[config.mk]
export PLATFORM = sky130hd
export DESIGN_NAME = adc_serial_result_port
export DESIGN_NICKNAME = d
export VERILOG_FILES = /design/src/verilog/adc_port_pkg.sv /design/src/verilog/stream_if.sv /design/src/verilog/input_sync.sv /design/src/verilog/result_fifo.sv /design/src/verilog/adc_serial_result_port.sv
export SDC_FILE = /design/constraint.sdc
export NUM_CORES = 1
export LEC_CHECK = 0
export BUFFER_PORTS_ARGS = -buffer_cell sky130_fd_sc_hd__buf_2
export CORE_UTILIZATION = 37
export CTS_CLUSTER_SIZE = 12
export DETAILED_ROUTE_END_ITERATION = 8
export SYNTH_ARGS = -nofsm -noshare
export SYNTH_HDL_FRONTEND = slang
export SYNTH_HIERARCHICAL = 1
export SYNTH_SLANG_ARGS = --single-unit
[constraint.sdc]
create_clock -name CLK -period 5.2 [get_ports CLK]
set_input_delay 0.26 -clock CLK [delete_from_list [all_inputs] [get_ports CLK]]
set_output_delay 0.26 -clock CLK [all_outputs]
set_load 0.005 [all_outputs]
[src/verilog/adc_port_pkg.sv]
// Constants, states and pin layout of the serial result port
package adc_port_pkg;
   localparam int RES_W = 16;
   localparam int MSB = RES_W - 1;
   localparam int FIFO_DEPTH = 8;
   localparam int PIN_N = 5;
   localparam int PAR_LO = 5;
   localparam int CNT_W = 5;
   localparam logic [CNT_W-1:0] LAST_BIT = 5'h0F;
   localparam logic [CNT_W-1:0] FRAME_BITS = 5'h10;
   // Index of each signal in the synchronised input vector
   localparam int IX_SYNC_POL = 0;
   localparam int IX_EDGE_INV = 1;
   localparam int IX_RDC = 2;
   localparam int IX_SERIAL_RESULT_OUT = 3;
   localparam int IX_SCLK = 4;
   localparam int IX_PORT = 5;
   localparam int IX_CSRC = 6;
   localparam int IX_CODE = 7;
   localparam int IX_CS = 8;
   localparam int SYNC_W = 9;
   localparam logic [SYNC_W-1:0] SYNC_INIT = 9'h100;
   // Output enables, low means driven
   localparam logic [PIN_N-1:0] OEN_OFF = 5'h1F;
   localparam logic [PIN_N-1:0] OEN_PAR = 5'h00;
   localparam logic [PIN_N-1:0] OEN_MASTER = 5'h07;
   localparam logic [PIN_N-1:0] OEN_SLAVE = 5'h17;
   // Master result clock timing
   localparam int CLK_PERIOD_NS = 100;
   localparam int MCLK_HALF_NS = 400;
   localparam int MCLK_HALF_CYC = (MCLK_HALF_NS + CLK_PERIOD_NS - 1) / CLK_PERIOD_NS;
   localparam int DIV_W = 8;
   localparam logic [DIV_W-1:0] DIV_RELOAD = DIV_W'(MCLK_HALF_CYC - 1);
   typedef enum logic [1:0] {
      ST_IDLE = 2'h0,
      ST_SHIFT = 2'h1,
      ST_END = 2'h3
   } frame_state_t;
endpackage

[src/verilog/stream_if.sv]
// Valid/ready word stream, from the result source to the FIFO and from the FIFO to the port
`timescale 1ns/1ps
interface stream_if #(parameter int W = 16) ();
   logic valid;
   logic ready;
   logic [W-1:0] data;
   modport src (output valid, output data, input ready);
   modport snk (input valid, input data, output ready);
endinterface

[src/verilog/input_sync.sv]
// Two-stage synchroniser for pins from outside the clock domain
`timescale 1ns/1ps
module input_sync #(
   parameter int W = 9,
   parameter logic [W-1:0] INIT = '0
) (
   input wire logic clk,
   input wire logic rstn,
   input wire logic [W-1:0] async_in,
   output logic [W-1:0] sync_out
);
   logic [W-1:0] stage1;

   always_ff @(posedge clk or negedge rstn) begin
      if (!rstn) begin
         stage1 <= INIT;
         sync_out <= INIT;
      end else begin
         stage1 <= async_in;
         sync_out <= stage1;
      end
   end
endmodule

[src/verilog/result_fifo.sv]
// Result word FIFO with valid/ready on both sides
`timescale 1ns/1ps
module result_fifo #(
   parameter int W = 16,
   parameter int DEPTH = 8
) (
   input wire logic clk,
   input wire logic rstn,
   stream_if.snk fill,
   stream_if.src drain
);
   localparam int AW = $clog2(DEPTH);
   localparam int CW = $clog2(DEPTH + 1);
   logic [W-1:0] mem [DEPTH];
   logic [AW-1:0] wr_ptr;
   logic [AW-1:0] rd_ptr;
   logic [CW-1:0] count;
   logic [CW-1:0] next_count;
   logic in_ready;

   wire push = fill.valid & in_ready;
   wire pop = drain.valid & drain.ready;
   wire [AW-1:0] wr_next = (wr_ptr == AW'(DEPTH - 1)) ? '0 : wr_ptr + 1'h1;
   wire [AW-1:0] rd_next = (rd_ptr == AW'(DEPTH - 1)) ? '0 : rd_ptr + 1'h1;

   assign fill.ready = in_ready;
   assign drain.valid = (count != '0);
   assign drain.data = mem[rd_ptr];
   assign next_count = count + CW'(push) - CW'(pop);

   always_ff @(posedge clk or negedge rstn) begin
      if (!rstn) begin
         wr_ptr <= '0;
         rd_ptr <= '0;
         count <= '0;
         in_ready <= 1'h1;
      end else begin
         wr_ptr <= push ? wr_next : wr_ptr;
         rd_ptr <= pop ? rd_next : rd_ptr;
         count <= next_count;
         in_ready <= (next_count != CW'(DEPTH));
      end
   end

   always_ff @(posedge clk) begin
      if (push) begin
         mem[wr_ptr] <= fill.data;
      end
   end
endmodule

[src/verilog/adc_serial_result_port.sv]
// Serial and parallel result port with shared pins, master and slave clocking
`timescale 1ns/1ps
module adc_serial_result_port (
   // Clock and reset
   input wire logic CLK,
   input wire logic RSTN,
   // Conversion results from the engine
   input wire logic RESULT_VALID,
   input wire logic [adc_port_pkg::RES_W-1:0] RESULT_DATA,
   output logic RESULT_READY,
   input wire logic CONV_START,
   // Mode pins
   input wire logic PORT_TYPE_SELECT,
   input wire logic CLOCK_SOURCE_SELECT,
   input wire logic OUTPUT_CODING_SELECT,
   input wire logic CHIP_SELECT_N,
   // Shared pins, index 0 is parallel bit five
   input wire logic [adc_port_pkg::PIN_N-1:0] SHARED_PIN_IN,
   output logic [adc_port_pkg::PIN_N-1:0] SHARED_PIN_OUT,
   output logic [adc_port_pkg::PIN_N-1:0] SHARED_PIN_OEN,
   // Frame sync
   output logic FRAME_SYNC
);
   import adc_port_pkg::*;

   localparam int M_END_CYC = 2 * MCLK_HALF_CYC * RES_W + 1;
   localparam int M_END_DLY = M_END_CYC - 2;

   logic [SYNC_W-1:0] s;
   frame_state_t state;
   frame_state_t next_state;
   logic [RES_W-1:0] result_reg;
   logic [RES_W-1:0] sh;
   logic [CNT_W-1:0] cnt;
   logic [DIV_W-1:0] div;
   logic phase;
   logic sclk_prev;
   logic cs_prev;
   logic fresh;
   logic [PIN_N-1:0] next_pin_out;
   logic [PIN_N-1:0] next_pin_oen;
   logic next_sync;

   stream_if #(.W(RES_W)) fill_s ();
   stream_if #(.W(RES_W)) drain_s ();

   input_sync #(.W(SYNC_W), .INIT(SYNC_INIT)) u_sync (
      .clk(CLK),
      .rstn(RSTN),
      .async_in({CHIP_SELECT_N, OUTPUT_CODING_SELECT, CLOCK_SOURCE_SELECT,
                 PORT_TYPE_SELECT, SHARED_PIN_IN}),
      .sync_out(s)
   );

   result_fifo #(.W(RES_W), .DEPTH(FIFO_DEPTH)) u_fifo (
      .clk(CLK),
      .rstn(RSTN),
      .fill(fill_s),
      .drain(drain_s)
   );

   assign fill_s.valid = RESULT_VALID;
   assign fill_s.data = RESULT_DATA;
   assign RESULT_READY = fill_s.ready;

   // Mode decode
   wire serial = s[IX_PORT];
   wire master = serial & ~s[IX_CSRC];
   wire slave = serial & s[IX_CSRC];
   wire sync_pol = s[IX_SYNC_POL];
   wire edge_inv = s[IX_EDGE_INV];
   wire read_during_convert = s[IX_RDC];
   wire daisy = s[IX_RDC];
   wire cs_n = s[IX_CS];
   wire ext_sclk = s[IX_SCLK];
   wire idle = (state == ST_IDLE);
   wire shifting = (state == ST_SHIFT);

   // Result coding: MSB inverted when coding select is low
   wire [RES_W-1:0] coded = {result_reg[MSB] ^ ~s[IX_CODE], result_reg[MSB-1:0]};

   // Host clock edges, active edge picked by the invert pin
   wire ext_rise = ~sclk_prev & ext_sclk;
   wire ext_fall = sclk_prev & ~ext_sclk;
   wire ext_active = edge_inv ? ext_fall : ext_rise;
   wire cs_fall = cs_prev & ~cs_n;

   // Internal clock: phase 1 to 0 is the active edge
   wire tick = (div == '0);
   wire m_shift = master & shifting & tick & phase;
   wire s_shift = slave & shifting & ext_active & ~cs_n;
   wire shift_evt = m_shift | s_shift;
   wire last_bit = (cnt == LAST_BIT);

   // Read sequence starts
   wire conv_go = master & read_during_convert & CONV_START;
   wire after_conv = master & ~read_during_convert & fresh;
   wire slave_go = slave & cs_fall;
   wire do_start = idle & (after_conv | conv_go | slave_go);
   wire end_frame = ~serial | (master ? (m_shift & last_bit) : cs_n);

   // Draining stalls while a frame is in progress
   assign drain_s.ready = idle & ~fresh & ~conv_go & ~(slave & ~cs_n);
   wire pop = drain_s.valid & drain_s.ready;

   always_comb begin
      next_state = state;
      case (state)
         ST_IDLE: begin
            if (do_start) begin
               next_state = ST_SHIFT;
            end
         end
         ST_SHIFT: begin
            if (end_frame) begin
               next_state = ST_END;
            end
         end
         ST_END: begin
            next_state = ST_IDLE;
         end
         default: begin
            next_state = ST_IDLE;
         end
      endcase
   end

   always_ff @(posedge CLK or negedge RSTN) begin
      if (!RSTN) begin
         state <= ST_IDLE;
         sclk_prev <= 1'h0;
         cs_prev <= 1'h1;
         fresh <= 1'h0;
      end else begin
         state <= next_state;
         sclk_prev <= ext_sclk;
         cs_prev <= cs_n;
         fresh <= pop;
      end
   end

   // Completed results are held here until read
   always_ff @(posedge CLK or negedge RSTN) begin
      if (!RSTN) begin
         result_reg <= '0;
      end else if (pop) begin
         result_reg <= drain_s.data;
      end
   end

   // Shift register, MSB out first, daisy data enters at the bottom
   always_ff @(posedge CLK or negedge RSTN) begin
      if (!RSTN) begin
         sh <= '0;
      end else if (do_start) begin
         sh <= coded;
      end else if (shift_evt) begin
         sh <= {sh[MSB-1:0], slave & daisy};
      end
   end

   // Bit counter saturates so a long daisy chain keeps shifting
   always_ff @(posedge CLK or negedge RSTN) begin
      if (!RSTN) begin
         cnt <= '0;
      end else if (do_start) begin
         cnt <= '0;
      end else if (shift_evt && cnt != FRAME_BITS) begin
         cnt <= cnt + 1'h1;
      end
   end

   // Half-period divider for the internal result clock
   always_ff @(posedge CLK or negedge RSTN) begin
      if (!RSTN) begin
         div <= DIV_RELOAD;
         phase <= 1'h0;
      end else if (do_start || !shifting) begin
         div <= DIV_RELOAD;
         phase <= 1'h0;
      end else if (master && tick) begin
         div <= DIV_RELOAD;
         phase <= ~phase;
      end else if (master) begin
         div <= div - 1'h1;
      end
   end

   // Pin drive and enable selection
   always_comb begin
      next_pin_out = '0;
      next_pin_oen = OEN_SLAVE;
      if (!serial) begin
         next_pin_out = coded[PAR_LO +: PIN_N];
         next_pin_oen = OEN_PAR;
      end else begin
         next_pin_out[IX_SERIAL_RESULT_OUT] = sh[MSB];
         next_pin_out[IX_SCLK] = master & ~(phase ^ edge_inv);
         next_pin_oen = master ? OEN_MASTER : OEN_SLAVE;
      end
   end

   assign next_sync = (master & shifting) ^ sync_pol;

   always_ff @(posedge CLK or negedge RSTN) begin
      if (!RSTN) begin
         SHARED_PIN_OUT <= '0;
         SHARED_PIN_OEN <= OEN_OFF;
         FRAME_SYNC <= 1'h0;
      end else begin
         SHARED_PIN_OUT <= next_pin_out;
         SHARED_PIN_OEN <= next_pin_oen;
         FRAME_SYNC <= next_sync;
      end
   end
endmodule

* Yosys cells after proc, flatten, opt, wreduce, memory -nomap -nowiden
Memories as Yosys holds them, arrays and structs flattened. A register that Yosys moved wholly into a read port is not among the register bits. Cells that the tools add are included.
Storage, ports and cells: register bits after elaboration 75, bits in writable memories 128, bits of input ports 29, word-level logic and storage cells 112, memories 1
Memory list:
- u_fifo.mem | depth 8, width 16, read ports 1, clocked after Yosys merged registers in 1, wr ports 1, line result_fifo.sv:14 | logic [W-1:0] mem [DEPTH];
Operators by class: add/sub/neg operators 6, equal/unequal tests 8, multiplexer cells 22, bitwise logic cells 45, reduce and logical (&&, ||, !) cells 13
Operator list (number):
- $mux W16 | 2
- $and A1 B1 Y1 | 26
- $mux W8 | 3
- $mux W5 | 4
- $not A1 Y1 | 12
- $mux W3 | 3
- $logic_not A8 Y1 | 1
- $sub A8 B1 Y8 const B | 1
- $add A3 B1 Y3 const B | 2
- $eq A3 B3 Y1 const B | 2
- $mux W1 | 6
- $mux W2 | 3
- $reduce_bool A2 Y1 | 3
- $add A5 B1 Y5 const B | 1
- $eq A5 B4 Y1 const B | 1
- $ne A5 B5 Y1 const B | 1
- $add A4 B1 Y4 | 1
- $ne A2 B1 Y1 const B | 2
- $ne A4 B4 Y1 const B | 1
- $or A1 B1 Y1 | 4
- $pmux W2 S2 | 1
- $reduce_bool A4 Y1 | 1
- $sub A4 B1 Y4 | 1
- $reduce_bool A3 Y1 | 1
- other kinds (7) | 11

* Depth between registers and ports, before layout
depth after elaboration 10, mapped depth 14, mapped depth without buffers 13

* Cells and area by module
The synthesis kept the hierarchy.
Modules (own cells, without submodules):
- result_fifo | times used 1, cells each 249, area each 5585.4 sq um
- adc_serial_result_port | times used 1, cells each 225, area each 2801.4 sq um
- input_sync | times used 1, cells each 18, area each 452.9 sq um

* Worst setup path after synthesis
Ideal clock, no wire load.
path type reg-to-reg, start point register u_sync.sync_out[8], end point register u_fifo.in_ready (netlist: u_fifo/fill.ready), setup time 0.089 ns, data arrival time 2.737 ns, required time 5.111 ns, setup slack 2.374 ns, stages on the path, launching flop included 14, path buffers 1, period minus slack after synthesis 2.826 ns, cell sequence dfstp_2 and3b_1 buf_2 a2111oi_4 nand2_1 inv_1 ha_1 inv_1 ha_1 inv_1 fa_1 inv_1 nor4b_1 mux2i_1
Between the ends: longest elaborated chain between the ends 7
RTL lines:
- from (decl) | line input_sync.sv:10 | output logic [W-1:0] sync_out
- from (signal assigned) | line input_sync.sv:20 | sync_out <= stage1;
- $not A1 Y1 | line adc_serial_result_port.sv:103 | assign drain_s.ready = idle & ~fresh & ~conv_go & ~(slave & ~cs_n);
- $and A1 B1 Y1 | line adc_serial_result_port.sv:103
- $not A1 Y1 | line adc_serial_result_port.sv:103
- $and A1 B1 Y1 | line adc_serial_result_port.sv:103
- net drain_s.ready | line stream_if.sv:5 | logic ready;
- $and A1 B1 Y1 | line result_fifo.sv:22 | wire pop = drain.valid & drain.ready;
- net u_fifo.pop | line result_fifo.sv:22
- $sub A4 B1 Y4 | line result_fifo.sv:29 | assign next_count = count + CW'(push) - CW'(pop);
- net u_fifo.next_count[1] | line result_fifo.sv:18 | logic [CW-1:0] next_count;
- $ne A4 B4 Y1 | line result_fifo.sv:41 | in_ready <= (next_count != CW'(DEPTH));
- to (signal assigned) | line result_fifo.sv:41
- to (decl) | line result_fifo.sv:19 | logic in_ready;
The timed path passes the listed nets, and every way through them passes these cells. A chain may end at the register's enable or synchronous reset.

* Final worst setup path
start point register u_sync.sync_out[5], end point register u_fifo.in_ready (netlist: u_fifo/fill.ready)
Between the ends: longest elaborated chain between the ends 9, elaborated cells on any way between the ends 12, those cells by class add/sub (1); eq/ne (1); bitwise (10)
RTL lines:
- $and A1 B1 Y1 | line adc_serial_result_port.sv:68 | wire master = serial & ~s[IX_CSRC];
- $and A1 B1 Y1 (2 in a row) | line adc_serial_result_port.sv:96 | wire conv_go = master & read_during_convert & CONV_START;
- $not A1 Y1 | line adc_serial_result_port.sv:103
- $and A1 B1 Y1 | line adc_serial_result_port.sv:103
- $and A1 B1 Y1 (*) | line adc_serial_result_port.sv:103
- net drain_s.ready | line stream_if.sv:5
- $and A1 B1 Y1 (*) | line result_fifo.sv:22
- net u_fifo.pop | line result_fifo.sv:22
- $sub A4 B1 Y4 (*) | line result_fifo.sv:29
- net u_fifo.next_count[1] | line result_fifo.sv:18
- $ne A4 B4 Y1 (*) | line result_fifo.sv:41
Mark *: on every way through the listed nets, which the timed path passes. The rest lies on a longest branch.

==> results.toml <==
[cells_and_area]
largest_register_ffs = 128
fin_cells = 891
drive_gt1_share_pct = 24.9
nNetsFinal = 598
final_cell_mix = "128 x edfxtp_1, 78 x dfrtp_1, 38 x buf_2"
syn_to_final_growth_pct = 15.5
final_common_cell = "edfxtp_1"

[grt]
grt_max_degree = 88
antenna_found_initial = 1
grt_pass1_vias = 4760
track_usage_pct = 13.9
grt_pass1_wl_um = 25900
grt_overflow = 0

[critical_path]
cp.required_ns = 5.62
reg2reg_depth = 12
cp-start-kind = "register"
critPathArrivalTime_ns = 3.61
cp_max_fo = 11
end_kind = "register"
r2r_start = "u_sync/sync_out[5]"
reg2reg_slack_ns = 2.01
timing.rr.end = "u_fifo/fill.ready"
critPathKind = "reg -> reg"

[routing]
vias = 4433
initialDrtViolationCount = 328
wl_per_cell_um = 18.0
drt_wl_total_um = 16000
drtPass1Iterations = 4
drcViolationCount = 0
ant_nets = 0
viasPerCell = 4.98

[power]
p_switching_mw = 1.51
irDropWorstVdd_mv = 0.253
p_total_mw = 5.31
power_frac_comb_pct = 27.0
p_int_mw = 3.80
p_sw_share_pct = 28.5
p_seq_share_pct = 44.9
power.density_nw_per_um2 = 523
p_leak_nw = 3.96
p_clk_share_pct = 28.1

[die]
die_h_um = 156
die_area_um2 = 24400
design.core.area_um2 = 23400
die_w_um = 156
ios = 41
start_util_pct = 37.6
row_count = 56

[cts]
clock-sinks = 215
clock_insertion_delay_worst_skew_ns = 0.51
cts_max_level = 1
cts-root-buf = "clkbuf_16"
cts_inserted_buffers = 23
cts_setup_buffers = 0
cts_buffer_depth = 3
clk_pin_slew_worst_paths_ns = 0.06
cts_tree = "yes"

[logic_synthesis]
netlist_instances = 490
synth_nets = 534
synth_area_um2 = 8790
avgSynthCellArea_um2 = 17.9
yosysWarnings = 6

[placement]
place_congestion = 0.751
dpl.cell_count = 835
place.port_buffers = 39
dpl.hpwl_um = 9600
post-place-ws_ns = 1.95

[sta]
worst_pin_slew_ns = 1.12
max_freq_mhz = 313
min_period_over_period_pct = 61.3
worst_slack_ns = 2.01
rsz0062_at_grt = "false"
skew_ns = 0.0136
finalSetupViolations = 0
slew_viol_final = 0
fin_setup_tns_ns = 0
hold_violations = 65
hold_ws_ns = -0.0545
period_needed_ns = 3.19
relSlewSlack_pct = 25.0

[run_status]
failed_checks = "hold timing"
status = "complete, but fails checks"

[hold_path]
min_path_type = "in -> async"

[flow_run]
max-cap-violations = 0
-- timing repair --
item | 4_1_cts | 5_1_grt
endpoints found under the hold margin | 42 | 0
hold buffers | 13 | 0
resized for setup | 0 | 0
-- critical path, stage by stage, from the launching register on --
cell,delay (ns)
dfrtp_1,0.60
nor2b_1,0.56
a2111oi_4,0.19
nand2_1,0.19
inv_1,0.06
ha_1,0.28
inv_1,0.05
ha_1,0.17
inv_1,0.07
fa_1,0.48
inv_1,0.06
nor4b_1,0.28
mux2i_1,0.11
-- per-stage QoR --
| stage | utilization, % | hold slack, ns | cell area (um2) |
|---|---|---|---|
| CTS | 43.4 | 0.000989 | 10100 |
| floorplan | - | -0.0356 | 8790 |
| global placement | 39.8 | 0.336 | 9320 |
| global route | 43.4 | 0.0113 | 10100 |
| finish | 43.4 | -0.0545 | 10100 |
| detailed placement | 39.8 | 0.338 | 9320 |
-- power groups by stage --
stage	clock network, mW	registers, mW	logic [mW]
final	1.49	2.38	1.44
after global routing	1.60	2.42	1.58
after CTS	1.53	2.39	1.47
after detailed placement	0	2.42	1.45
after global placement	0	2.40	1.41
after floorplan	0	2.32	1.17
-- area by class of cell --
class	count	area (um2)
fillers	2094	13300
flip-flops and latches	215	6030
multi-input cells	236	2570
clock buffers	40	669
well taps	319	399
repair buffers	60	388
inverters	18	67.6
clock inverters	2	25.0
diodes	1	2.50
-- worst max path at each step --
| stage | startpoint | to | cells past startpoint |
|---|---|---|---|
| global placement | u_sync/sync_out[5] | u_fifo/fill.ready | 12 |
| floorplan | u_sync/sync_out[8] | u_fifo/fill.ready | 13 |
| detailed placement | u_sync/sync_out[5] | u_fifo/fill.ready | 12 |
| global route | u_sync/sync_out[5] | u_fifo/fill.ready | 12 |
| finish | u_sync/sync_out[5] | u_fifo/fill.ready | 12 |
| CTS | u_sync/sync_out[5] | u_fifo/fill.ready | 12 |
-- per-layer routing --
layer	wire, um	GRT usage, %	up-vias
met5	0	0	-
met4	376	4.06	0
met3	731	2.61	29
met2	7960	24.0	86
met1	6970	17.9	2262
li1	-	-	2056
(Power assumes the default switching activity.)
